--- src/spllc_pkg.sv ---
package spllc_pkg;
   ////////////////////////////////////////////////////////////////////////////
   // serial word layout, last bit shifted in sits at bit 0
   localparam int WORD_W = 20;
   localparam int REF_W = 14;
   localparam int PROG_W = 11;
   localparam int SWAL_W = 7;
   localparam int DEST_POS = 0;
   localparam int REF_LSB = 1;
   localparam int CS_POS = 15;
   localparam int LDS_POS = 16;
   localparam int FC_POS = 17;
   localparam int SWAL_LSB = 1;
   localparam int PROG_LSB = 8;
   localparam int SW_POS = 19;

   ////////////////////////////////////////////////////////////////////////////
   // prescaler moduli
   localparam logic [7:0] PRESC_MOD_SMALL = 8'h40;
   localparam logic [7:0] PRESC_MOD_LARGE = 8'h80;

   ////////////////////////////////////////////////////////////////////////////
   // latch contents after reset
   localparam logic [REF_W-1:0] RST_REF_DIV = 14'h000a;
   localparam logic [PROG_W-1:0] RST_PROG_DIV = 11'h00a;
   localparam logic [SWAL_W-1:0] RST_SWAL_DIV = 7'h00;
   localparam logic RST_MOD_SEL = 1'b1;
   localparam logic RST_CUR_SEL = 1'b0;
   localparam logic RST_MON_SEL = 1'b0;
   localparam logic RST_POL_SEL = 1'b1;

   ////////////////////////////////////////////////////////////////////////////
   // apb map
   localparam int ADDR_W = 12;
   localparam logic [ADDR_W-1:0] ADDR_CTRL = 12'h000;
   localparam logic [ADDR_W-1:0] ADDR_REF = 12'h004;
   localparam logic [ADDR_W-1:0] ADDR_MAIN = 12'h008;
   localparam logic [ADDR_W-1:0] ADDR_STATUS = 12'h00c;
   localparam logic [7:0] RST_LOCK_TOL = 8'h04;
   localparam logic [7:0] RST_ERR_LIMIT = 8'h08;
   localparam logic [1:0] WAKE_CMP = 2'h2;

   ////////////////////////////////////////////////////////////////////////////
   // synchronised pin slots
   localparam int NUM_PINS = 7;
   localparam int PIN_SCLK = 0;
   localparam int PIN_SDATA = 1;
   localparam int PIN_LOAD = 2;
   localparam int PIN_OSC = 3;
   localparam int PIN_VCO = 4;
   localparam int PIN_PUMPEN = 5;
   localparam int PIN_PSN = 6;
   localparam logic [NUM_PINS-1:0] PIN_RST_LVL = 7'h00;

   typedef enum logic [2:0]
   {
      PWR_SAVE = 3'b001,
      PWR_WAKE = 3'b010,
      PWR_RUN = 3'b100
   } spllc_pwr_e;
endpackage

--- src/spllc_pin_sync.sv ---
module spllc_pin_sync
   #(parameter int WIDTH = 1,
     parameter logic [WIDTH-1:0] RST_LVL = '0)
   (
   input wire logic clk, // system clock
   input wire logic rst_n, // sync reset, active low
   input wire logic [WIDTH-1:0] pinIn, // raw asynchronous pins
   output logic [WIDTH-1:0] level, // filtered level
   output logic [WIDTH-1:0] rise // one-cycle pulse on accepted rise
   );

   logic [WIDTH-1:0] s1_ff;
   logic [WIDTH-1:0] s2_ff;
   logic [WIDTH-1:0] s3_ff;
   logic [WIDTH-1:0] lvl_ff;
   logic [WIDTH-1:0] rise_ff;

   ////////////////////////////////////////////////////////////////////////////
   genvar i;
   generate
      for (i = 0; i < WIDTH; i++)
      begin : g_bit
         // three stages; s1 feeds only s2 to keep metastability contained
         always_ff @(posedge clk)
         begin
            if (!rst_n)
            begin
               s1_ff[i] <= RST_LVL[i];
               s2_ff[i] <= RST_LVL[i];
               s3_ff[i] <= RST_LVL[i];
               lvl_ff[i] <= RST_LVL[i];
               rise_ff[i] <= 1'b0;
            end
            else
            begin
               s1_ff[i] <= pinIn[i];
               s2_ff[i] <= s1_ff[i];
               s3_ff[i] <= s2_ff[i];
               // accept a change only once stages two and three agree
               if (s2_ff[i] == s3_ff[i])
                  lvl_ff[i] <= s3_ff[i];
               rise_ff[i] <= (s2_ff[i] == s3_ff[i]) && s3_ff[i] && !lvl_ff[i];
            end
         end
      end
   endgenerate

   assign level = lvl_ff;
   assign rise = rise_ff;
endmodule // spllc_pin_sync

--- src/spllc_top.sv ---
// Behaviour
// vco equals (M*N+A)*fosc/R, A<N
// program counter 11 bits, ratios 3..2047
// swallow counter 7 bits, values 0..127
// reference counter 14 bits, ratios 3..16383
// modulus select high 64/65, low 128/129
// shift data bit on serial clock rise
// load strobe rise latches word to target
// destination high reference, low main divider
// host keeps strobe low while shifting
// host never programs ratios below three
// current select high large, low small
// monitor select high frequency, low lock
// polarity high output table for comparator
// polarity low inverts pump and phase outputs
// monitor shows fr if polarity high else fp
// pump enable low forces pump high impedance
// power save low tristates pump, idles device
// lock indicator high during power save
// limit error magnitude when leaving power save
// host holds power save low after power-up
// fixed serial word format shared both ends
//
// Local design decisions: the APB interface to the registers and the register offsets.
module spllc_top
   import spllc_pkg::*;
   (
   input wire logic clk, // 100 MHz system clock
   input wire logic rst_n, // sync reset, active low
   input wire logic [spllc_pkg::ADDR_W-1:0] paddr, // apb address
   input wire logic psel, // apb select
   input wire logic penable, // apb enable
   input wire logic pwrite, // apb direction
   input wire logic [31:0] pwdata, // apb write data
   output logic [31:0] prdata, // apb read data
   output logic pready, // apb ready
   output logic pslverr, // apb error
   input wire logic serClk, // serial shift clock pin
   input wire logic serData, // serial data pin
   input wire logic loadStrobe, // word load strobe pin
   input wire logic oscIn, // reference oscillator
   input wire logic vcoIn, // vco clock into prescaler
   input wire logic pumpOutputEnable, // pump output enable pin
   input wire logic powerSave_n, // power save pin, active low
   output logic pumpOut, // charge pump drive level
   output logic pumpOe_n, // pump driving when low
   output logic phaseRefOut, // reference phase output
   output logic phaseCmpOut, // open-drain phase output level
   output logic phaseCmpOe_n, // open-drain phase pulling when low
   output logic lockOrMonitorPin, // lock or monitor output
   output logic pumpCurrentHigh // large pump current selected
   );
   import spllc_pkg::*;

   ////////////////////////////////////////////////////////////////////////////
   // pin synchronisers

   logic [NUM_PINS-1:0] pinRaw;
   logic [NUM_PINS-1:0] pinLvl;
   logic [NUM_PINS-1:0] pinRise;

   assign pinRaw = {powerSave_n, pumpOutputEnable, vcoIn, oscIn, loadStrobe, serData, serClk};

   spllc_pin_sync #(.WIDTH(NUM_PINS), .RST_LVL(PIN_RST_LVL)) u_sync
   (
      .clk(clk),
      .rst_n(rst_n),
      .pinIn(pinRaw),
      .level(pinLvl),
      .rise(pinRise)
   );

   ////////////////////////////////////////////////////////////////////////////
   // serial shift register and latches

   logic [WORD_W-1:0] shift_ff;
   logic [REF_W-1:0] refDiv_ff;
   logic curSel_ff;
   logic monSel_ff;
   logic polSel_ff;
   logic [PROG_W-1:0] progDiv_ff;
   logic [SWAL_W-1:0] swalDiv_ff;
   logic modSel_ff;

   // shift in on each accepted serial clock rise
   always_ff @(posedge clk)
   begin
      if (!rst_n)
         shift_ff <= '0;
      else if (pinRise[PIN_SCLK])
         shift_ff <= {shift_ff[WORD_W-2:0], pinLvl[PIN_SDATA]};
   end

   // reference latch, chosen by destination bit high
   always_ff @(posedge clk)
   begin
      if (!rst_n)
      begin
         refDiv_ff <= RST_REF_DIV;
         curSel_ff <= RST_CUR_SEL;
         monSel_ff <= RST_MON_SEL;
         polSel_ff <= RST_POL_SEL;
      end
      else if (pinRise[PIN_LOAD] && shift_ff[DEST_POS])
      begin
         refDiv_ff <= shift_ff[REF_LSB +: REF_W];
         curSel_ff <= shift_ff[CS_POS];
         monSel_ff <= shift_ff[LDS_POS];
         polSel_ff <= shift_ff[FC_POS];
      end
   end

   // main latch, chosen by destination bit low
   always_ff @(posedge clk)
   begin
      if (!rst_n)
      begin
         progDiv_ff <= RST_PROG_DIV;
         swalDiv_ff <= RST_SWAL_DIV;
         modSel_ff <= RST_MOD_SEL;
      end
      else if (pinRise[PIN_LOAD] && !shift_ff[DEST_POS])
      begin
         progDiv_ff <= shift_ff[PROG_LSB +: PROG_W];
         swalDiv_ff <= shift_ff[SWAL_LSB +: SWAL_W];
         modSel_ff <= shift_ff[SW_POS];
      end
   end

   assign pumpCurrentHigh = curSel_ff;

   ////////////////////////////////////////////////////////////////////////////
   // power mode

   spllc_pwr_e pwr_ff;
   spllc_pwr_e nxt_pwr;
   logic [1:0] wakeCnt_ff;
   logic psActive;
   logic frPulse_ff;
   logic fpPulse_ff;

   assign psActive = (pwr_ff == PWR_SAVE);

   // wake phase lasts a fixed number of comparisons
   always_comb
   begin
      nxt_pwr = pwr_ff;
      case (pwr_ff)
         PWR_SAVE:
            if (pinLvl[PIN_PSN])
               nxt_pwr = PWR_WAKE;
         PWR_WAKE:
            if (!pinLvl[PIN_PSN])
               nxt_pwr = PWR_SAVE;
            else if (frPulse_ff && wakeCnt_ff == WAKE_CMP - 2'h1)
               nxt_pwr = PWR_RUN;
         PWR_RUN:
            if (!pinLvl[PIN_PSN])
               nxt_pwr = PWR_SAVE;
         default:
            nxt_pwr = PWR_SAVE;
      endcase
   end

   always_ff @(posedge clk)
   begin
      if (!rst_n)
         pwr_ff <= PWR_SAVE;
      else
         pwr_ff <= nxt_pwr;
   end

   // comparisons seen during the wake phase, cleared in every other mode
   always_ff @(posedge clk)
   begin
      if (!rst_n || pwr_ff != PWR_WAKE)
         wakeCnt_ff <= '0;
      else if (frPulse_ff)
         wakeCnt_ff <= wakeCnt_ff + 2'h1;
   end

   ////////////////////////////////////////////////////////////////////////////
   // reference divider

   logic [REF_W-1:0] refLeft_ff;

   // held at full count in power save so both dividers restart aligned
   always_ff @(posedge clk)
   begin
      if (!rst_n || psActive)
      begin
         refLeft_ff <= refDiv_ff;
         frPulse_ff <= 1'b0;
      end
      else
      begin
         frPulse_ff <= 1'b0;
         if (pinRise[PIN_OSC])
         begin
            // ratios below three are the host's to avoid; lower ones still wrap
            if (refLeft_ff <= REF_W'(1))
            begin
               refLeft_ff <= refDiv_ff;
               frPulse_ff <= 1'b1;
            end
            else
               refLeft_ff <= refLeft_ff - REF_W'(1);
         end
      end
   end

   ////////////////////////////////////////////////////////////////////////////
   // dual modulus prescaler with swallow and program counters

   logic [7:0] presCnt_ff;
   logic presOut;
   logic [7:0] curMod;
   logic [SWAL_W-1:0] swalLeft_ff;
   logic [PROG_W-1:0] progLeft_ff;

   // modulus M, plus one while swallow counter is non-zero
   assign curMod = (modSel_ff ? PRESC_MOD_SMALL : PRESC_MOD_LARGE)
                   + ((swalLeft_ff != '0) ? 8'h01 : 8'h00);
   assign presOut = pinRise[PIN_VCO] && (presCnt_ff == curMod - 8'h01);

   always_ff @(posedge clk)
   begin
      if (!rst_n || psActive)
         presCnt_ff <= '0;
      else if (presOut)
         presCnt_ff <= '0;
      else if (pinRise[PIN_VCO])
         presCnt_ff <= presCnt_ff + 8'h01;
   end

   // A cycles of M+1 then N-A of M gives M*N+A per output
   always_ff @(posedge clk)
   begin
      if (!rst_n || psActive)
      begin
         progLeft_ff <= progDiv_ff;
         swalLeft_ff <= swalDiv_ff;
         fpPulse_ff <= 1'b0;
      end
      else
      begin
         fpPulse_ff <= 1'b0;
         if (presOut)
         begin
            if (progLeft_ff <= PROG_W'(1))
            begin
               progLeft_ff <= progDiv_ff;
               swalLeft_ff <= swalDiv_ff;
               fpPulse_ff <= 1'b1;
            end
            else
            begin
               progLeft_ff <= progLeft_ff - PROG_W'(1);
               if (swalLeft_ff != '0)
                  swalLeft_ff <= swalLeft_ff - SWAL_W'(1);
            end
         end
      end
   end

   ////////////////////////////////////////////////////////////////////////////
   // phase frequency detector

   logic upFf;
   logic dnFf;
   logic nxtUp;
   logic nxtDn;

   // up means reference leads, down means divided vco leads
   always_comb
   begin
      nxtUp = upFf | frPulse_ff;
      nxtDn = dnFf | fpPulse_ff;
      if (nxtUp && nxtDn)
      begin
         nxtUp = 1'b0;
         nxtDn = 1'b0;
      end
   end

   always_ff @(posedge clk)
   begin
      if (!rst_n || psActive)
      begin
         upFf <= 1'b0;
         dnFf <= 1'b0;
      end
      else
      begin
         upFf <= nxtUp;
         dnFf <= nxtDn;
      end
   end

   ////////////////////////////////////////////////////////////////////////////
   // error width measurement, lock detect and wake limiting

   logic [7:0] errWidth_ff;
   logic lock_ff;
   logic [7:0] lockTol_ff;
   logic [7:0] errLimit_ff;
   logic limitHit;

   // saturating count of active pump cycles within one comparison
   always_ff @(posedge clk)
   begin
      if (!rst_n || psActive || frPulse_ff)
         errWidth_ff <= '0;
      else if ((upFf || dnFf) && errWidth_ff != 8'hff)
         errWidth_ff <= errWidth_ff + 8'h01;
   end

   always_ff @(posedge clk)
   begin
      if (!rst_n)
         lock_ff <= 1'b0;
      else if (psActive)
         lock_ff <= 1'b0;
      else if (frPulse_ff)
         lock_ff <= (errWidth_ff <= lockTol_ff);
   end

   // during wake the pump is cut once the error reaches the limit
   assign limitHit = (pwr_ff == PWR_WAKE) && (errWidth_ff >= errLimit_ff);

   ////////////////////////////////////////////////////////////////////////////
   // output stage

   logic lockInd;
   logic pumpDrive;

   assign lockInd = psActive | lock_ff;
   assign pumpDrive = (upFf || dnFf) && pinLvl[PIN_PUMPEN] && !psActive && !limitHit;

   always_ff @(posedge clk)
   begin
      if (!rst_n)
      begin
         pumpOut <= 1'b0;
         pumpOe_n <= 1'b1;
         phaseRefOut <= 1'b0;
         phaseCmpOe_n <= 1'b1;
         lockOrMonitorPin <= 1'b0;
      end
      else
      begin
         pumpOut <= upFf ? polSel_ff : !polSel_ff;
         pumpOe_n <= !pumpDrive;
         phaseRefOut <= polSel_ff ? dnFf : upFf;
         phaseCmpOe_n <= !(polSel_ff ? upFf : dnFf);
         // the monitor shows one-cycle pulses at the divided rate
         if (monSel_ff)
            lockOrMonitorPin <= polSel_ff ? frPulse_ff : fpPulse_ff;
         else
            lockOrMonitorPin <= lockInd;
      end
   end

   assign phaseCmpOut = 1'b0; // open-drain only ever pulls low

   ////////////////////////////////////////////////////////////////////////////
   // apb slave, no wait state; read data comes from a flop loaded in setup

   logic setupPh;
   logic accessPh;
   logic mapped;
   logic [31:0] rdSel;
   logic [31:0] prdata_ff;
   logic err_ff;

   assign setupPh = psel && !penable;
   assign accessPh = psel && penable;
   assign mapped = (paddr == ADDR_CTRL) || (paddr == ADDR_REF)
                   || (paddr == ADDR_MAIN) || (paddr == ADDR_STATUS);

   always_comb
   begin
      rdSel = '0;
      case (paddr)
         ADDR_CTRL:
            rdSel = {16'h0000, errLimit_ff, lockTol_ff};
         ADDR_REF:
            rdSel = {14'h0000, polSel_ff, monSel_ff, curSel_ff, 1'b0, refDiv_ff};
         ADDR_MAIN:
            rdSel = {12'h000, modSel_ff, progDiv_ff, 1'b0, swalDiv_ff};
         ADDR_STATUS:
            rdSel = {24'h000000, pwr_ff == PWR_WAKE, pinLvl[PIN_PUMPEN], upFf, dnFf,
                     pinLvl[PIN_PSN], psActive, lock_ff, lockInd};
         default:
            rdSel = '0;
      endcase
   end

   // read data and error captured in the setup cycle
   always_ff @(posedge clk)
   begin
      if (!rst_n)
      begin
         prdata_ff <= '0;
         err_ff <= 1'b0;
      end
      else if (setupPh)
      begin
         prdata_ff <= pwrite ? 32'h00000000 : rdSel;
         err_ff <= !mapped;
      end
   end

   // only the control word is writable; other mapped writes are dropped
   always_ff @(posedge clk)
   begin
      if (!rst_n)
      begin
         lockTol_ff <= RST_LOCK_TOL;
         errLimit_ff <= RST_ERR_LIMIT;
      end
      else if (accessPh && pwrite && paddr == ADDR_CTRL)
      begin
         lockTol_ff <= pwdata[7:0];
         errLimit_ff <= pwdata[15:8];
      end
   end

   assign pready = accessPh;
   assign prdata = prdata_ff;
   assign pslverr = accessPh && err_ff;
endmodule // spllc_top

--- config.mk ---
export PLATFORM = sky130hd
export DESIGN_NAME = spllc_top
export DESIGN_NICKNAME = d
export VERILOG_FILES = /design/src/spllc_pkg.sv /design/src/spllc_pin_sync.sv /design/src/spllc_top.sv
export SDC_FILE = /design/constraint.sdc
export NUM_CORES = 1
export LEC_CHECK = 0
export ABC_AREA = 1
export BUFFER_PORTS_ARGS = -buffer_cell sky130_fd_sc_hd__buf_2
export CAP_MARGIN = 0
export CORE_ASPECT_RATIO = 0.75
export CORE_MARGIN = 4
export CORE_UTILIZATION = 53
export CTS_CLUSTER_SIZE = 28
export DETAILED_ROUTE_END_ITERATION = 12
export PLACE_DENSITY = 0.76
export SYNTH_ARGS = -nofsm -noshare
export SYNTH_HDL_FRONTEND = slang
export SYNTH_SLANG_ARGS = --single-unit
--- constraint.sdc ---
create_clock -name clk -period 2.2 [get_ports clk]
set_input_delay 0.44 -clock clk [delete_from_list [all_inputs] [get_ports clk]]
set_output_delay 0.44 -clock clk [all_outputs]
set_load 0.01 [all_outputs]
==> impl_metrics.json, run 1 <==
{
  "vias": 7357,
  "drv_slew": 0,
  "cts_num_sinks": 188,
  "max_freq_ghz": 0.419,
  "place_hpwl_mm": 14.7,
  "avgViaCountPerCell": 5.23,
  "insertion_delay_ns": 0.43,
  "setup_ws_ns": -0.186,
  "critPathMaxFanout": 7,
  "skew_ns": 0.00730,
  "ys_ff_latch": 188,
  "tightestPinTransition_ns": 0.784,
  "hp-class": "input port to flip-flop",
  "cts_root_buf": "clkbuf_16",
  "core_area_um2": 16000,
  "period_share": 1.08,
  "numCtsBuffers": 17,
  "async_flop_share": 0,
  "drt_iter0_drc": 585,
  "synth_seq_area_share": 0.472,
  "areaGrowthSynthToFinish_pct": 15.5,
  "p_leak_uw": 0.00463,
  "seq_area_um2": 4080,
  "critPathCaptureType": "flip-flop",
  "cts_hold_buf": 0,
  "clk_path_buf_depth": 2,
  "synth.area.top_cells": "dfxtp_1 (36%), edfxtp_1 (11%), nand2_1 (8.5%)",
  "ios": 97,
  "synthDistinctLibCells": 39,
  "crit_arrival_ns": 2.54,
  "port_buffers": 67,
  "synth_edf_count": 32,
  "first_global_vias": 6674,
  "synth-warning-count": 0,
  "synth.most_common_cell": "nand2_1",
  "die_x_um": 156,
  "drc": 0,
  "overflow": 0,
  "globalplace.congestion": 0.880,
  "syn_area_um2": 8660,
  "cap_violations": 0,
  "grt_pass1_wl_mm": 33.2,
  "yosysTopAreaCellShare": 0.361,
  "whs_ns": 0.184,
  "syn_avg_cell_area_um2": 7.81,
  "finalHoldViolCount": 0,
  "n_fill_cell": 1410,
  "highest_layer": "met4",
  "grt_usage": 0.226,
  "dr_wl_met2_mm": 9.37,
  "fin_total_pwr_uw": 6950,
  "htree_levels": 4,
  "ys.flop_type": "dfxtp_1",
  "clkSlewWorstSetupHoldPaths_ns": 0.07,
  "rsz0062_at_grt": "yes",
  "layout-drive-gt1-share": 0.135,
  "critPathLaunchType": "flip-flop",
  "multi_input_area_um2": 3900,
  "syn_inst": 1108,
  "die_area_um2": 18500,
  "ant_nets": 0,
  "status": "finished with violations",
  "cts_tree": "yes",
  "first_pass_iters": 5,
  "powerDensity_nw_per_um2": 695,
  "routed-wl-met3_mm": 1.39,
  "wl_met1_mm": 9.82,
  "diodes": 0,
  "wl_mm": 20.9,
  "post_drt_wl_per_cell_um": 14.8,
  "worst-setup-path-type": "flip-flop to flip-flop",
  "max_slew_margin": 0.478,
  "peakVddDrop_v": 0.000557,
  "yosysTopAreaCell": "dfxtp_1",
  "synthTopCellsByCount": "nand2_1 (197), nor2_1 (175), dfxtp_1 (156)",
  "fin_crit_ns": 2.39,
  "finalNetCount": 1270,
  "antenna_found_initial": 0,
  "fp.dieH_um": 119,
  "failed_checks": "setup timing",
  "worst_ep_required_time_ns": 2.35,
  "grt_max_degree": 94,
  "rows": 40,
  "initial_utilization": 0.541,
  "setup_viol": 26
}
area by class of cell:
type                       count  share of cell area
sequential                   188               0.409
tap                          210              0.0263
timing repair buffer         102              0.0708
inverter                     115              0.0432
clock buffer                  22              0.0474
clock inverter                10              0.0135
multi-input combinational    760               0.390
timing repair:
action / CTS / global route
setup buffers: 2 / 3
setup endpoints to repair: 7 / 24
resized for setup: 0 / 5
gates cloned: 0 / 2
pin swaps: 0 / 9
metal layers:
metal | track usage | up-vias
li1 | - | 3747
met1 | 0.326 | 3380
met2 | 0.341 | 204
met3 | 0.0501 | 26
met4 | 0.0683 | 0
met5 | 0 | -
worst paths after layout:
| check | from | end | slack [ns] | cells after the start |
|---|---|---|---|---|
| setup / recovery | swalLeft_ff[2]$_DFFE_PP_ | progLeft_ff[0]$_DFFE_PP_ | -0.19 | 12 |
| hold reg to reg | u_sync.level[0]$_SDFFE_PN0N_ | u_sync.rise[0]$_SDFF_PN0_ | 0.40 | 1 |
| setup reg to reg | swalLeft_ff[2]$_DFFE_PP_ | progLeft_ff[0]$_DFFE_PP_ | -0.19 | 12 |
| hold / removal | powerSave_n | u_sync.s1_ff[6]$_SDFF_PN0_ | 0.18 | 3 |
sequential cells by signal, indices dropped and copies added (netlist names), 3 cells and up:
name,count
shift_ff,20
u_sync.level,7
u_sync.s2_ff,7
swalLeft_ff,7
errWidth_ff,8
pwr_ff,3
u_sync.s3_ff,7
swalDiv_ff,7
refLeft_ff,14
progLeft_ff,11
presCnt_ff,8
progDiv_ff,11
errLimit_ff,8
refDiv_ff,14
prdata,20
u_sync.s1_ff,7
lockTol_ff,8
u_sync.rise,4
kinds of logic after synthesis:
| family | after synthesis | synth area share |
|---|---|---|
| compound gates | 194 | 0.127 |
| other cells | 1 | 0.000433 |
| simple gates | 494 | 0.242 |
| xor+xnor | 29 | 0.0293 |
| fa+ha+maj | 30 | 0.0434 |
| buf+inv | 172 | 0.0861 |
| flops | 188 | 0.472 |
layout by cell type, fill, tap and decap left out, types with 2 or more instances in the layout:
master | synthesis | final
nor2_4 | 3 | 3
a31oi_1 | 4 | 4
or2_2 | 3 | 3
nand3_1 | 80 | 80
buf_2 | 8 | 67
o211ai_1 | 5 | 5
a211oi_2 | 12 | 12
buf_4 | 18 | 27
inv_2 | 3 | 3
nand4_1 | 12 | 12
o21ai_1 | 4 | 5
clkbuf_1 | 27 | 2
nand3b_1 | 3 | 3
a211oi_1 | 2 | 2
nand2_1 | 197 | 196
nor2_1 | 175 | 174
dfxtp_1 | 156 | 156
o21ai_0 | 103 | 102
bufinv_16 | 0 | 3
clkbuf_8 | 0 | 3
ha_1 | 30 | 30
conb_1 | 1 | 13
o31ai_1 | 2 | 2
nor3_1 | 14 | 13
nor2_8 | 2 | 2
a21oi_1 | 58 | 58
clkinv_2 | 0 | 2
inv_4 | 0 | 3
inv_1 | 112 | 112
nor2_2 | 1 | 2
xnor2_1 | 13 | 13
clkbuf_16 | 0 | 19
edfxtp_1 | 32 | 32
buf_12 | 0 | 6
xor2_1 | 16 | 16
through the flow:
step / setup TNS, ns / cells / utilization / setup slack, ns / cell area [µm²]
detailed placement: -0.174 / 1369 / 0.579 / -0.0285 / 9270
CTS: -0.127 / 1403 / 0.618 / -0.0213 / 9900
global route: -7.53 / 1407 / 0.624 / -0.325 / 10000
global placement: 0 / 1369 / 0.579 / 0.00302 / 9270
finish: -3.58 / 1407 / 0.624 / -0.186 / 10000
floorplan: 0 / 1120 / - / 0.0885 / 8710
worst max-delay path, cell delays in order (launching register included):
cell,delay [ns]
edfxtp_1,0.42
nor2_2,0.14
inv_1,0.06
nor2_1,0.13
nand3_1,0.11
ha_1,0.32
nand2_1,0.06
nand2_1,0.05
nor3_1,0.21
nand3_1,0.18
buf_4,0.19
nand2_8,0.07
clkbuf_16,0.16
report_power, final:
| group | total [µW] | internal, µW | switching, µW | leakage, µW |
|---|---|---|---|---|
| Combinational | 232 | 84.8 | 147 | 0.00269 |
| Sequential | 3530 | 3520 | 16.6 | 0.00164 |
| Clock | 3190 | 1880 | 1310 | 0.000302 |
Power figures use the tool's default switching activity.
==> run 2: changes to the inputs <==
--- a/config.mk
+++ b/config.mk
@@ -13,7 +13,7 @@
 export CORE_UTILIZATION = 53
 export CTS_CLUSTER_SIZE = 28
 export DETAILED_ROUTE_END_ITERATION = 12
-export PLACE_DENSITY = 0.76
+export PLACE_DENSITY = 0.77
 export SYNTH_ARGS = -nofsm -noshare
 export SYNTH_HDL_FRONTEND = slang
 export SYNTH_SLANG_ARGS = --single-unit
==> run 2 against run 1 <==
Against the previous run: the run now ends clean; non-clock buffer count fell by 3; clock-buffer cell count fell by 3; core utilization fell by 0.50 points; sequential share of layout area rose by 0.33 points; sequential power barely moved; design area fell by 0.80%; final cell count fell by 0.21%; clock skew rose by 0.0046 ns; first-iteration DRC count rose by 2.7%; via count rose by 0.23%; register-to-register slack improved by 0.23 ns; sequential cell count did not move.
==> impl_metrics.json, run 2 (synthesized netlist as in run 1, its figures left out) <==
{
  "utilization": 0.619,
  "grt_max_degree": 67,
  "globalplace.congestion": 0.882,
  "drv_slew": 0,
  "cts_num_sinks": 188,
  "max_stage_delay_ns": 0.39,
  "fin_crit_ns": 2.16,
  "core_area_um2": 16000,
  "antenna_found_initial": 0,
  "layout_commonest_cell": "nand2_1",
  "powerDensity_nw_per_um2": 686,
  "diodes": 0,
  "cts_root_buf": "clkbuf_16",
  "worst-setup-path-type": "flip-flop to flip-flop",
  "cts_tree": "yes",
  "clkSlewWorstSetupHoldPaths_ns": 0.07,
  "wl_mm": 20.3,
  "first_global_vias": 6651,
  "numCtsBuffers": 17,
  "place_ws_ns": 0.0122,
  "die_x_um": 156,
  "grt_usage": 0.219,
  "areaGrowthSynthToFinish_pct": 14.6,
  "ant_nets": 0,
  "ios": 97,
  "critPathLaunchType": "flip-flop",
  "drc": 0,
  "skew_ns": 0.0119,
  "overflow": 0,
  "critPathMaxFanout": 7,
  "die_area_um2": 18500,
  "avgViaCountPerCell": 5.25,
  "first_pass_iters": 6,
  "max_freq_ghz": 0.464,
  "worst_ep_required_time_ns": 2.33,
  "period_share": 0.980,
  "rsz0062_at_grt": "yes",
  "vias": 7374,
  "port_buffers": 67,
  "cap_violations": 0,
  "peakVddDrop_v": 0.000576,
  "setup_viol": 0,
  "final_cell_mix": "nand2_1 (194), nor2_1 (173), dfxtp_1 (156)",
  "critPathCaptureType": "flip-flop",
  "grt_pass1_wl_mm": 32.7,
  "drt_iter0_drc": 601,
  "max_slew_margin": 0.507,
  "htree_levels": 4,
  "finalHoldViolCount": 0,
  "initial_utilization": 0.541,
  "p_leak_uw": 0.00459,
  "hp-class": "input port to flip-flop",
  "worstPathCellList": "nor2_2, inv_2, nor2_4, nand3_2, ha_4, nand2_2, nand2_2, nor3_2, nand3_2, a22oi_2, buf_6",
  "crit_arrival_ns": 2.29,
  "setup_ws_ns": 0.0442,
  "fp.dieH_um": 119,
  "place_hpwl_mm": 14.5,
  "finalNetCount": 1267,
  "insertion_delay_ns": 0.43,
  "rows": 40,
  "cts_hold_buf": 0,
  "post_drt_wl_per_cell_um": 14.5,
  "layout-drive-gt1-share": 0.139,
  "tightestPinTransition_ns": 0.734,
  "status": "complete, no violations",
  "clk_path_buf_depth": 2,
  "crit_path_top_delay_cell": "edfxtp_1"
}
## run 2: final timing paths
| check | start | endpoint | slack (ns) | cells past startpoint |
|---|---|---|---|---|
| setup / recovery | swalLeft_ff[2]$_DFFE_PP_ | swalLeft_ff[3]$_DFFE_PP_ | 0.04 | 11 |
| hold reg to reg | u_sync.level[4]$_SDFFE_PN0N_ | u_sync.rise[4]$_SDFF_PN0_ | 0.41 | 1 |
| hold / removal | serClk | u_sync.s1_ff[0]$_SDFF_PN0_ | 0.20 | 3 |
| setup reg to reg | swalLeft_ff[2]$_DFFE_PP_ | swalLeft_ff[3]$_DFFE_PP_ | 0.04 | 11 |
## run 2: where the power goes
group | leakage [µW] | switching, µW | internal (µW)
Sequential | 0.00164 | 16.6 | 3520
Combinational | 0.00267 | 151 | 85.9
Clock | 0.000282 | 1350 | 1680
Total | 0.00459 | 1510 | 5290
## run 2: layout make-up
cell class	count	area, µm²
clock inverter	13	141
fill	1356	6100
timing repair buffer	99	642
clock buffer	19	433
multi-input combinational	760	3920
sequential	188	4080
tap	210	263
inverter	115	432
## run 2: worst max-delay path, delay by kind of cell (launching register included)
kind	cells	cell delay, ns
buffers and inverters	2	0.23
AO/OA/AOI/OAI	1	0.19
AND/OR/NAND/NOR	7	0.81
flip-flops	1	0.39
adder cells (fa/ha/maj)	1	0.25
## run 2: metrics by stage
| step | hold slack, ns | TNS (ns) | cell area [µm²] | power [µW] | cells |
|---|---|---|---|---|---|
| final | 0.196 | 0 | 9920 | 6800 | 1404 |
| after global routing | 0.195 | -0.658 | 9920 | 7000 | 1404 |
| after CTS | 0.185 | 0 | 9860 | 6820 | 1403 |
| after detailed placement | 0.405 | 0 | 9290 | 3830 | 1371 |
| after global placement | 0.392 | 0 | 9290 | 3830 | 1371 |
| after floorplan | 0.390 | 0 | 8710 | 3770 | 1120 |
## run 2: metal layers
layer,track usage,wire length [µm],share of wire,vias up
met4,0.0569,198,0.0097,0
met3,0.0439,1370,0.068,20
met5,0,0,0,-
met2,0.327,9060,0.45,226
met1,0.324,9700,0.48,3396
li1,-,-,-,3732
## run 2: timing repair
item | 4_1_cts | 5_1_grt
setup endpoints to repair | 0 | 24
resized for setup | 0 | 11
buffers inserted | 0 | 1
